===== src/alarm_pkg.sv =====
// package: register map, field layout and reset values of the alarm unit
// assumes: a 32-bit avalon-mm slave, word addressed by byte offset
package alarm_pkg;
   // =================================================
   // register byte offsets
   localparam logic [3:0] OFS_UPPER_CFG = 4'h0;   // upper alarm configuration
   localparam logic [3:0] OFS_LOWER_CFG = 4'h4;   // lower alarm configuration
   localparam logic [3:0] OFS_STATUS    = 4'h8;   // sticky status, w1c
   localparam logic [3:0] OFS_MASK      = 4'hC;   // interrupt mask
   localparam int          ADDR_W        = 4;      // byte address width
   // =================================================
   // configuration field layout
   localparam int CFG_W      = 16;                 // config register width
   localparam int THR_W      = 12;                 // threshold width
   localparam int THR_LSB    = 0;                  // threshold low bit
   localparam int TRIP_LSB   = 12;                 // trip count low bit
   localparam int TRIP_W     = 3;                  // trip count width
   localparam int MODE_BIT   = 15;                 // consecutive mode bit
   localparam int CNT_W      = 4;                  // trip counter width
   // =================================================
   // reset values
   localparam logic [15:0] UPPER_CFG_RST = 16'h0FFF;  // threshold all ones
   localparam logic [15:0] LOWER_CFG_RST = 16'h0000;  // threshold zero
   // =================================================
   // status and mask bits
   localparam int ST_W     = 2;                    // status width
   localparam int ST_UPPER = 0;                    // upper_alarm_flag
   localparam int ST_LOWER = 1;                    // lower_alarm_flag
   localparam logic [31:0] UNMAPPED_DATA = 32'h0000_0000; // unmapped read
endpackage


===== src/trip_counter.sv =====
// trip_counter: one alarm's comparator, trip counter and flag set pulse
// assumes: results and controls all on sys_clk, restart has priority
`timescale 1ns/1ps
`default_nettype none
module trip_counter
   import alarm_pkg::*;
#(
   parameter bit IS_UPPER = 1'b1                    // 1 above, 0 below
)(
   input  wire logic                sys_clk,
   input  wire logic                rstn,
   input  wire logic [THR_W-1:0]    result,         // conversion result
   input  wire logic                result_valid,   // one-cycle result strobe
   input  wire logic                bipolar,        // two's complement mode
   input  wire logic [CFG_W-1:0]    cfg,            // configuration word
   input  wire logic                restart,        // clear trip counter
   output logic                     trip_hit        // pulse, count reached
);
   // =================================================
   // compare and count
   logic [CNT_W-1:0] count_ff;                      // trips so far
   logic [THR_W-1:0] thr;                           // threshold field
   logic [CNT_W-1:0] need;                          // required trips
   logic             exceed;                        // strict comparison met

   // flip msb so signed values compare as unsigned
   function automatic logic [THR_W-1:0] bias(input logic [THR_W-1:0] v,
                                             input logic bp);
      bias = bp ? {~v[THR_W-1], v[THR_W-2:0]} : v;
   endfunction

   assign thr = cfg[THR_LSB +: THR_W];
   assign need = {1'b0, cfg[TRIP_LSB +: TRIP_W]} + 4'h1;
   // strict, sign aware comparison
   assign exceed = IS_UPPER ?
      (bias(result, bipolar) > bias(thr, bipolar)) :
      (bias(result, bipolar) < bias(thr, bipolar));

   // counter: restart wins, then count, miss in consecutive mode clears
   always_ff @(posedge sys_clk or negedge rstn) begin
      if (!rstn) begin
         count_ff <= 4'h0;
         trip_hit <= 1'b0;
      end else if (restart) begin
         count_ff <= 4'h0;
         trip_hit <= 1'b0;
      end else if (result_valid) begin
         if (exceed) begin
            // reaching the target raises the flag and starts again
            if (count_ff + 4'h1 >= need) begin
               count_ff <= 4'h0;
               trip_hit <= 1'b1;
            end else begin
               count_ff <= count_ff + 4'h1;
               trip_hit <= 1'b0;
            end
         end else begin
            // consecutive mode loses progress on a miss
            if (cfg[MODE_BIT]) begin
               count_ff <= 4'h0;
            end
            trip_hit <= 1'b0;
         end
      end else begin
         trip_hit <= 1'b0;
      end
   end

   a_miss_clears: assert property (
      @(posedge sys_clk) disable iff (!rstn)
      result_valid && !restart && !exceed && cfg[MODE_BIT]
      |=> count_ff == 4'h0)
      else $error("consecutive miss did not clear count");
   a_restart_zero: assert property (
      @(posedge sys_clk) disable iff (!rstn)
      restart |=> count_ff == 4'h0 && !trip_hit)
      else $error("restart did not clear count");
   a_hit_cause: assert property (
      @(posedge sys_clk) disable iff (!rstn)
      trip_hit |-> $past(result_valid) && $past(exceed))
      else $error("hit without exceeding result");
endmodule
`default_nettype wire


===== src/alarm_unit.sv =====
// alarm_unit: two threshold alarms with avalon-mm registers and interrupt
// assumes: results arrive on sys_clk as one-cycle strobes; bipolar is static
`timescale 1ns/1ps
`default_nettype none
module alarm_unit
   import alarm_pkg::*;
(
   input  wire logic                       sys_clk,
   input  wire logic                       rstn,
   input  wire logic [alarm_pkg::ADDR_W-1:0] avs_address,
   input  wire logic                       avs_read,
   input  wire logic                       avs_write,
   input  wire logic [31:0]                avs_writedata,
   input  wire logic [3:0]                 avs_byteenable,
   output logic [31:0]                     avs_readdata,
   output logic                            avs_waitrequest,
   input  wire logic [alarm_pkg::THR_W-1:0] result,
   input  wire logic                       result_valid,
   input  wire logic                       bipolar,
   output logic                            irq
);
   // =================================================
   // bus handshake
   // every access takes two cycles: wait high, then one answer cycle
   logic             ack_ff;                          // answer cycle marker
   logic             acc;                             // access completes now
   logic [CFG_W-1:0] upper_alarm_config_ff;           // upper config
   logic [CFG_W-1:0] lower_alarm_config_ff;           // lower config
   logic [ST_W-1:0]  status_ff;                       // sticky flags
   logic [ST_W-1:0]  mask_ff;                         // interrupt mask
   logic             wr_upper;                        // upper config write
   logic             wr_lower;                        // lower config write
   logic             rd_status;                       // status read
   logic [ST_W-1:0]  w1c;                             // bits cleared by write
   logic             hit_upper;                       // upper count reached
   logic             hit_lower;                       // lower count reached
   logic             restart_upper;                   // upper count restart
   logic             restart_lower;                   // lower count restart
   logic [ST_W-1:0]  rd_clear;                        // flags a read reported
   logic             clr_upper;                       // upper flag clear
   logic             clr_lower;                       // lower flag clear

   // merge byte lanes of a 16-bit write into an old value
   function automatic logic [15:0] lane16(input logic [15:0] old,
                                          input logic [31:0] d,
                                          input logic [3:0] be);
      lane16 = {be[1] ? d[15:8] : old[15:8], be[0] ? d[7:0] : old[7:0]};
   endfunction

   assign acc = (avs_read || avs_write) && ack_ff;

   // waitrequest falls for one cycle per access
   always_ff @(posedge sys_clk or negedge rstn) begin
      if (!rstn) begin
         ack_ff <= 1'b0;
      end else begin
         ack_ff <= (avs_read || avs_write) && !ack_ff;
      end
   end

   // waitrequest high unless answering
   always_ff @(posedge sys_clk or negedge rstn) begin
      if (!rstn) begin
         avs_waitrequest <= 1'b1;
      end else begin
         avs_waitrequest <= !((avs_read || avs_write) && !ack_ff);
      end
   end

   // =================================================
   // decode
   assign wr_upper  = acc && avs_write && avs_address == OFS_UPPER_CFG;
   assign wr_lower  = acc && avs_write && avs_address == OFS_LOWER_CFG;
   assign rd_status = acc && avs_read && avs_address == OFS_STATUS;
   // a read drops only the flags it reported; a flag set while the
   // read waited stays up for the next read instead of being lost
   assign rd_clear  = rd_status ? avs_readdata[ST_W-1:0] : 2'b00;
   assign w1c = (acc && avs_write && avs_address == OFS_STATUS
                 && avs_byteenable[0]) ? avs_writedata[ST_W-1:0] : 2'b00;
   // every cause that drops a flag
   assign clr_upper = rd_clear[ST_UPPER] || wr_upper || w1c[ST_UPPER];
   assign clr_lower = rd_clear[ST_LOWER] || wr_lower || w1c[ST_LOWER];

   // configuration registers
   always_ff @(posedge sys_clk or negedge rstn) begin
      if (!rstn) begin
         upper_alarm_config_ff <= UPPER_CFG_RST;
         lower_alarm_config_ff <= LOWER_CFG_RST;
      end else begin
         if (wr_upper) begin
            upper_alarm_config_ff <= lane16(upper_alarm_config_ff,
                                            avs_writedata, avs_byteenable);
         end
         if (wr_lower) begin
            lower_alarm_config_ff <= lane16(lower_alarm_config_ff,
                                            avs_writedata, avs_byteenable);
         end
      end
   end

   // mask register
   always_ff @(posedge sys_clk or negedge rstn) begin
      if (!rstn) begin
         mask_ff <= 2'b00;
      end else if (acc && avs_write && avs_address == OFS_MASK
                   && avs_byteenable[0]) begin
         mask_ff <= avs_writedata[ST_W-1:0];
      end
   end

   // read data, registered at the end of the wait cycle
   always_ff @(posedge sys_clk or negedge rstn) begin
      if (!rstn) begin
         avs_readdata <= UNMAPPED_DATA;
      end else if (avs_read && !ack_ff) begin
         case (avs_address)
            OFS_UPPER_CFG: avs_readdata <= {16'h0000, upper_alarm_config_ff};
            OFS_LOWER_CFG: avs_readdata <= {16'h0000, lower_alarm_config_ff};
            OFS_STATUS:    avs_readdata <= {30'h0, status_ff};
            OFS_MASK:      avs_readdata <= {30'h0, mask_ff};
            default:       avs_readdata <= UNMAPPED_DATA;
         endcase
      end
   end

   // =================================================
   // alarms
   // a flag cleared by read or config write restarts the count
   assign restart_upper = wr_upper || rd_clear[ST_UPPER];
   assign restart_lower = wr_lower || rd_clear[ST_LOWER];

   trip_counter #(.IS_UPPER(1'b1)) u_upper (
      .sys_clk      (sys_clk),
      .rstn         (rstn),
      .result       (result),
      .result_valid (result_valid),
      .bipolar      (bipolar),
      .cfg          (upper_alarm_config_ff),
      .restart      (restart_upper),
      .trip_hit     (hit_upper)
   );

   trip_counter #(.IS_UPPER(1'b0)) u_lower (
      .sys_clk      (sys_clk),
      .rstn         (rstn),
      .result       (result),
      .result_valid (result_valid),
      .bipolar      (bipolar),
      .cfg          (lower_alarm_config_ff),
      .restart      (restart_lower),
      .trip_hit     (hit_lower)
   );

   // sticky status: set wins over clear by read, config write or w1c
   always_ff @(posedge sys_clk or negedge rstn) begin
      if (!rstn) begin
         status_ff <= 2'b00;
      end else begin
         if (hit_upper) begin
            status_ff[ST_UPPER] <= 1'b1;
         end else if (clr_upper) begin
            status_ff[ST_UPPER] <= 1'b0;
         end
         if (hit_lower) begin
            status_ff[ST_LOWER] <= 1'b1;
         end else if (clr_lower) begin
            status_ff[ST_LOWER] <= 1'b0;
         end
      end
   end

   // interrupt level
   always_ff @(posedge sys_clk or negedge rstn) begin
      if (!rstn) begin
         irq <= 1'b0;
      end else begin
         irq <= |(status_ff & mask_ff);
      end
   end

   // =================================================
   // checks
   // flags: a hit always lands in the status register
   a_upper_flag_set: assert property (
      @(posedge sys_clk) disable iff (!rstn)
      hit_upper |=> status_ff[ST_UPPER])
      else $error("upper flag not set");

   a_lower_flag_set: assert property (
      @(posedge sys_clk) disable iff (!rstn)
      hit_lower |=> status_ff[ST_LOWER])
      else $error("lower flag not set");

   // flags: only a hit or a clear moves them
   a_upper_sticky: assert property (
      @(posedge sys_clk) disable iff (!rstn)
      !hit_upper && !clr_upper |=> $stable(status_ff[ST_UPPER]))
      else $error("upper flag moved by itself");

   a_lower_sticky: assert property (
      @(posedge sys_clk) disable iff (!rstn)
      !hit_lower && !clr_lower |=> $stable(status_ff[ST_LOWER]))
      else $error("lower flag moved by itself");

   // clears: config write drops the flag unless a hit lands
   a_upper_cfg_clear: assert property (
      @(posedge sys_clk) disable iff (!rstn)
      wr_upper && !hit_upper |=> !status_ff[ST_UPPER])
      else $error("upper config write kept flag");

   a_lower_cfg_clear: assert property (
      @(posedge sys_clk) disable iff (!rstn)
      wr_lower && !hit_lower |=> !status_ff[ST_LOWER])
      else $error("lower config write kept flag");

   // clears: a status read drops what it reported
   a_read_clear: assert property (
      @(posedge sys_clk) disable iff (!rstn)
      rd_status && !hit_upper && !hit_lower
      |=> (status_ff & $past(rd_clear)) == 2'b00)
      else $error("status read did not clear");

   // clears: writing a one drops the flag
   a_w1c_clear: assert property (
      @(posedge sys_clk) disable iff (!rstn)
      acc && avs_write && avs_address == OFS_STATUS
      && avs_byteenable[0] && avs_writedata[ST_UPPER] && !hit_upper
      |=> !status_ff[ST_UPPER])
      else $error("write one kept upper flag");

   // restart: a read or config write clear never lets a hit through
   a_upper_restart: assert property (
      @(posedge sys_clk) disable iff (!rstn)
      restart_upper |=> !hit_upper)
      else $error("upper hit across restart");

   a_lower_restart: assert property (
      @(posedge sys_clk) disable iff (!rstn)
      restart_lower |=> !hit_lower)
      else $error("lower hit across restart");

   // counting: code zero trips on a single result
   a_single_trip: assert property (
      @(posedge sys_clk) disable iff (!rstn)
      result_valid && !restart_upper
      && upper_alarm_config_ff[TRIP_LSB +: TRIP_W] == 3'h0 && !bipolar
      && result > upper_alarm_config_ff[THR_W-1:0] |=> hit_upper)
      else $error("code zero needs one trip");

   a_lower_single_trip: assert property (
      @(posedge sys_clk) disable iff (!rstn)
      result_valid && !restart_lower && !bipolar
      && lower_alarm_config_ff[TRIP_LSB +: TRIP_W] == 3'h0
      && result < lower_alarm_config_ff[THR_W-1:0] |=> hit_lower)
      else $error("lower code zero needs one trip");

   // counting: bipolar compares as two's complement
   a_upper_signed: assert property (
      @(posedge sys_clk) disable iff (!rstn)
      result_valid && bipolar && !restart_upper
      && upper_alarm_config_ff[TRIP_LSB +: TRIP_W] == 3'h0
      && $signed(result) > $signed(upper_alarm_config_ff[THR_W-1:0])
      |=> hit_upper)
      else $error("signed upper result missed");

   a_lower_signed: assert property (
      @(posedge sys_clk) disable iff (!rstn)
      result_valid && bipolar && !restart_lower
      && lower_alarm_config_ff[TRIP_LSB +: TRIP_W] == 3'h0
      && $signed(result) < $signed(lower_alarm_config_ff[THR_W-1:0])
      |=> hit_lower)
      else $error("signed lower result missed");

   // counting: equal or wrong-side results never trip
   a_equal_no_trip: assert property (
      @(posedge sys_clk) disable iff (!rstn)
      result_valid && result == lower_alarm_config_ff[THR_W-1:0]
      |=> !hit_lower)
      else $error("equal result counted");

   a_upper_no_hit: assert property (
      @(posedge sys_clk) disable iff (!rstn)
      result_valid && !bipolar
      && result <= upper_alarm_config_ff[THR_W-1:0] |=> !hit_upper)
      else $error("upper hit without higher result");

   a_lower_no_hit: assert property (
      @(posedge sys_clk) disable iff (!rstn)
      result_valid && !bipolar
      && result >= lower_alarm_config_ff[THR_W-1:0] |=> !hit_lower)
      else $error("lower hit without lower result");

   a_hit_needs_result: assert property (
      @(posedge sys_clk) disable iff (!rstn)
      !result_valid |=> !hit_upper && !hit_lower)
      else $error("hit without a result");

   // bus: exactly one answer cycle per access
   a_wait_answer: assert property (
      @(posedge sys_clk) disable iff (!rstn)
      (avs_read || avs_write) && !ack_ff |=> !avs_waitrequest)
      else $error("access not answered");

   a_wait_single: assert property (
      @(posedge sys_clk) disable iff (!rstn)
      !avs_waitrequest |=> avs_waitrequest)
      else $error("waitrequest low too long");

   a_mask_write: assert property (
      @(posedge sys_clk) disable iff (!rstn)
      acc && avs_write && avs_address == OFS_MASK && avs_byteenable[0]
      |=> mask_ff == $past(avs_writedata[ST_W-1:0]))
      else $error("mask write lost");

   // interrupt follows unmasked flags
   a_irq_level: assert property (
      @(posedge sys_clk) disable iff (!rstn)
      |(status_ff & mask_ff) |=> irq)
      else $error("irq not raised");

   a_irq_clear: assert property (
      @(posedge sys_clk) disable iff (!rstn)
      !(|(status_ff & mask_ff)) |=> !irq)
      else $error("irq without unmasked flag");

   // main scenarios
   c_upper_hit: cover property (@(posedge sys_clk) disable iff (!rstn)
      hit_upper);
   c_lower_hit: cover property (@(posedge sys_clk) disable iff (!rstn)
      hit_lower);
   c_read_clear: cover property (@(posedge sys_clk) disable iff (!rstn)
      rd_status && |status_ff);
   c_irq: cover property (@(posedge sys_clk) disable iff (!rstn) irq);
   c_bipolar_trip: cover property (@(posedge sys_clk) disable iff (!rstn)
      bipolar && (hit_upper || hit_lower));
endmodule
`default_nettype wire


===== config.mk =====
export PLATFORM = sky130hd
export DESIGN_NAME = alarm_unit
export DESIGN_NICKNAME = d
export VERILOG_FILES = /design/src/alarm_pkg.sv /design/src/trip_counter.sv /design/src/alarm_unit.sv
export SDC_FILE = /design/constraint.sdc
export NUM_CORES = 1
export LEC_CHECK = 0
export BUFFER_PORTS_ARGS = -buffer_cell sky130_fd_sc_hd__buf_2
export CELL_PAD_IN_SITES_DETAIL_PLACEMENT = 0
export CELL_PAD_IN_SITES_GLOBAL_PLACEMENT = 1
export CORE_MARGIN = 4
export CORE_UTILIZATION = 41
export DETAILED_ROUTE_END_ITERATION = 8
export PLACE_DENSITY_LB_ADDON = 0.1
export SLEW_MARGIN = 20
export SYNTH_ARGS = -nofsm -noshare
export SYNTH_HDL_FRONTEND = slang
export SYNTH_SLANG_ARGS = --single-unit

===== constraint.sdc =====
create_clock -name sys_clk -period 2.6 [get_ports sys_clk]
set_input_delay 0.13 -clock sys_clk [delete_from_list [all_inputs] [get_ports sys_clk]]
set_output_delay 0.13 -clock sys_clk [all_outputs]
set_load 0.02 [all_outputs]

==> results.py <==
metrics = {
    "synthesis": {
        "synth_edf_count": 0,
        "synth_most_common_cell": "dfrtp_1",
        "synth_commonest_cells": "dfrtp_1, nand2_1, o21ai_0",
        "synth.distinct_cells": 52,
        "syn_area_mm2": 0.00374,
        "synthFlopType": "dfrtp_1",
        "ys_async_sr_fraction": 1.00,
        "yosys_warnings": 0,
        "synth_top_area_frac": 0.348,
        "ys_ff_latch": 65,
        "synth_area_per_cell_um2": 9.83,
        "synth_area_leaders": "dfrtp_1, ha_1, dfstp_2",
        "yosys.area.top_type": "dfrtp_1",
        "synth-seq-area-share": 0.440,
        "synthCells": 380,
    },
    "critical_path": {
        "worstPathRequired_ns": 2.89,
        "endpoint_kind": "flop",
        "crit_fanout": 4,
        "crit_chain": "ha_1 -> ha_1 -> a21o_1 -> a21o_1 -> a21oi_1 -> nand3_1 -> a2111oi_0 -> a21o_1",
        "critPathKind": "reg -> reg",
        "cp_num_buf_inv": 0,
        "critPathTopFamily": "compound AO/OA/AOI/OAI gates",
        "start_kind": "flop",
        "critPathMaxStageDelay_ns": 0.43,
        "r2r_slack_ns": 0.29,
        "cp_slowest_cell": "dfrtp_1",
        "r2r_start": "u_lower.count_ff[0]",
        "reg2reg_depth": 8,
        "crit_arrival_ns": 2.59,
        "crit_top_cell": "a21o_1",
        "r2r_end": "u_lower.count_ff[2]",
        "cp.depth": 8,
    },
    "clocking": {
        "cts-buffers-inserted": 9,
        "cts_max_level": 3,
        "clk_latency_ns": 0.34,
        "clockBufferDepth": 2,
        "tritoncts": "built",
        "cts_root_buf": "clkbuf_8",
        "path_clk_slew_ns": 0.08,
        "cts_setup_buffers": 0,
        "clkSinkCount": 65,
    },
    "global_routing": {
        "grt_pass1_wl_mm": 14.7,
        "track_usage": 0.179,
        "grt_max_degree": 35,
        "grt_pass1_vias": 2926,
        "grt_overflow": 0,
        "antenna_found_initial": 0,
    },
    "sta": {
        "hold_violations": 0,
        "slew_viol_final": 0,
        "rsz0062_at_grt": "false",
        "setup_viol": 0,
        "fin_setup_tns_ns": 0,
        "timing.hold.ws_ns": 0.0121,
        "fin_crit_sh": 0.887,
        "setup_ws_ns": 0.293,
        "worstMarginPinSlew_ns": 0.755,
        "fmax_mhz": 433,
        "fin_crit_ns": 2.31,
        "skew_ns": 0.0114,
        "slew_headroom": 0.497,
    },
    "die": {
        "fp.dieArea_mm2": 0.0107,
        "die_width_um": 103,
        "rows": 34,
        "initial_utilization": 0.424,
        "die_h_um": 103,
        "io-pin-count": 92,
        "fp.coreArea_mm2": 0.00881,
    },
    "detailed_routing": {
        "vias_per_cell": 5.20,
        "wl_per_cell_um": 15.5,
        "dr.pass1.iters": 4,
        "drtIter0Drc": 143,
        "drc": 0,
        "num_vias": 2908,
        "drt_wl_total_mm": 8.69,
        "ant_nets": 0,
    },
    "pwr": {
        "p_leak_nw": 2.16,
        "ir_worst_vdd_mv": 0.250,
        "p_per_area_mw_per_mm2": 680,
    },
    "place": {
        "io_buffers": 57,
        "gp_congestion": 0.786,
        "dp_slack_ns": 0.208,
        "hpwl_mm": 6.69,
    },
    "layout": {
        "drive_gt1_frac": 0.271,
        "fill_cells": 886,
        "area_growth_pct": 15.5,
        "layout.nets": 539,
        "antenna_cells": 0,
    },
    "hold_path": {
        "hold_end": "lower_alarm_config_ff[4]",
        "holdPathStages": 3,
        "worstHoldStart": "avs_writedata[4]",
        "hp-class": "in -> reg",
    },
    "job": {
        "cap_violations": 0,
    },
    "status": {
        "status": "finished clean",
    },
}
==> report_power, final <==
group,switching (W),internal [W]
clock network,0.000419,0.000344
registers,0.000124,0.00121
logic,0.000460,0.000378
==> repair_timing <==
| item | CTS | global route |
|---|---|---|
| endpoints found under the hold margin | 30 | 0 |
| setup endpoints to repair | 0 | 1 |
| resized for setup | 0 | 1 |
| hold buffers | 2 | 0 |
==> kinds of logic (layout without fill, tap and decap cells) <==
family | Yosys count | after routing | share of synthesized area
muxes | 13 | 13 | 0.0392
xor gates and xnor gates | 9 | 9 | 0.0211
adders and majority gates | 35 | 35 | 0.117
other | 1 | 16 | 0.00100
AOI/OAI and AO/OA | 100 | 100 | 0.169
buffers and inverters | 56 | 112 | 0.0733
DFF | 65 | 65 | 0.440
and+or+nand+nor | 101 | 101 | 0.139
==> flip-flops by register name, summed over array words and instances, names as in the netlist <==
register,count
status_ff,2
avs_waitrequest,1
lower_alarm_config_ff,16
avs_readdata,16
u_lower.trip_hit,1
upper_alarm_config_ff,16
mask_ff,2
irq,1
u_lower.count_ff,4
u_upper.count_ff,4
u_upper.trip_hit,1
ack_ff,1
==> worst min-delay path: cells and delay by family <==
kind | cells | cell delay, ns
compound gates | 1 | 0.06
buf+inv | 1 | 0.09
simple gates | 1 | 0.04
==> per-stage QoR <==
stage	cells	utilization	cell area, um^2	total power (W)
6_report	559	0.490	4320	0.00293
4_1_cts	559	0.490	4310	0.00297
5_1_grt	559	0.490	4320	0.00316
3_5_place_dp	541	0.468	4120	0.00219
3_3_place_gp	541	0.468	4120	0.00216
2_1_floorplan	395	-	3790	0.00194
==> layout by cell type (no fill, tap or decap), types with 2 or more instances in the layout <==
cell type,n
buf_2,57
dfrtp_1,52
nand2_1,51
o21ai_0,46
ha_1,35
inv_1,29
conb_1,16
a22oi_1,14
mux2_2,13
dfstp_2,13
a21oi_1,10
nor2_1,9
clkbuf_8,9
nand3_1,8
buf_4,7
xnor2_1,6
nand2b_1,6
and2_1,5
a21o_1,4
xor2_1,3
a22o_1,3
a221oi_1,3
o21ai_1,3
nand4_1,3
and3_1,3
clkinv_2,3
a211o_1,2
o211ai_1,2
nor3_1,2
and3_2,2
a31o_2,2
clkinv_4,2
clkinvlp_4,2
dlygate4sd3_1,2
==> worst max-delay path by stage <==
stage	slack, ns	to	startpoint
floorplan	0.48	u_lower.count_ff[2]	u_lower.count_ff[0]
global placement	0.24	u_lower.count_ff[2]	lower_alarm_config_ff[2]
detailed placement	0.21	u_lower.count_ff[2]	lower_alarm_config_ff[2]
CTS	0.20	u_lower.count_ff[2]	lower_alarm_config_ff[2]
global route	0.08	u_lower.count_ff[2]	lower_alarm_config_ff[2]
finish	0.29	u_lower.count_ff[2]	u_lower.count_ff[0]
==> cell type report <==
type / instances / area [um^2] / share of cell area
clock inverter: 7 / 47.5 / 0.0110
sequential: 65 / 1640 / 0.381
inverter: 29 / 109 / 0.0252
clock buffer: 9 / 124 / 0.0287
timing repair buffer: 67 / 378 / 0.0876
tap: 108 / 135 / 0.0313
multi-input combinational: 274 / 1880 / 0.435
==> routing by layer <==
| metal | vias up | GRT usage | part of all wire |
|---|---|---|---|
| met1 | 1392 | 0.261 | 0.50 |
| met3 | 7 | 0.0355 | 0.044 |
| met5 | - | 0 | 0 |
| li1 | 1444 | - | - |
| met4 | 0 | 0.0508 | 0.010 |
| met2 | 65 | 0.272 | 0.44 |
Note: power is estimated with default switching activity, not from simulation.
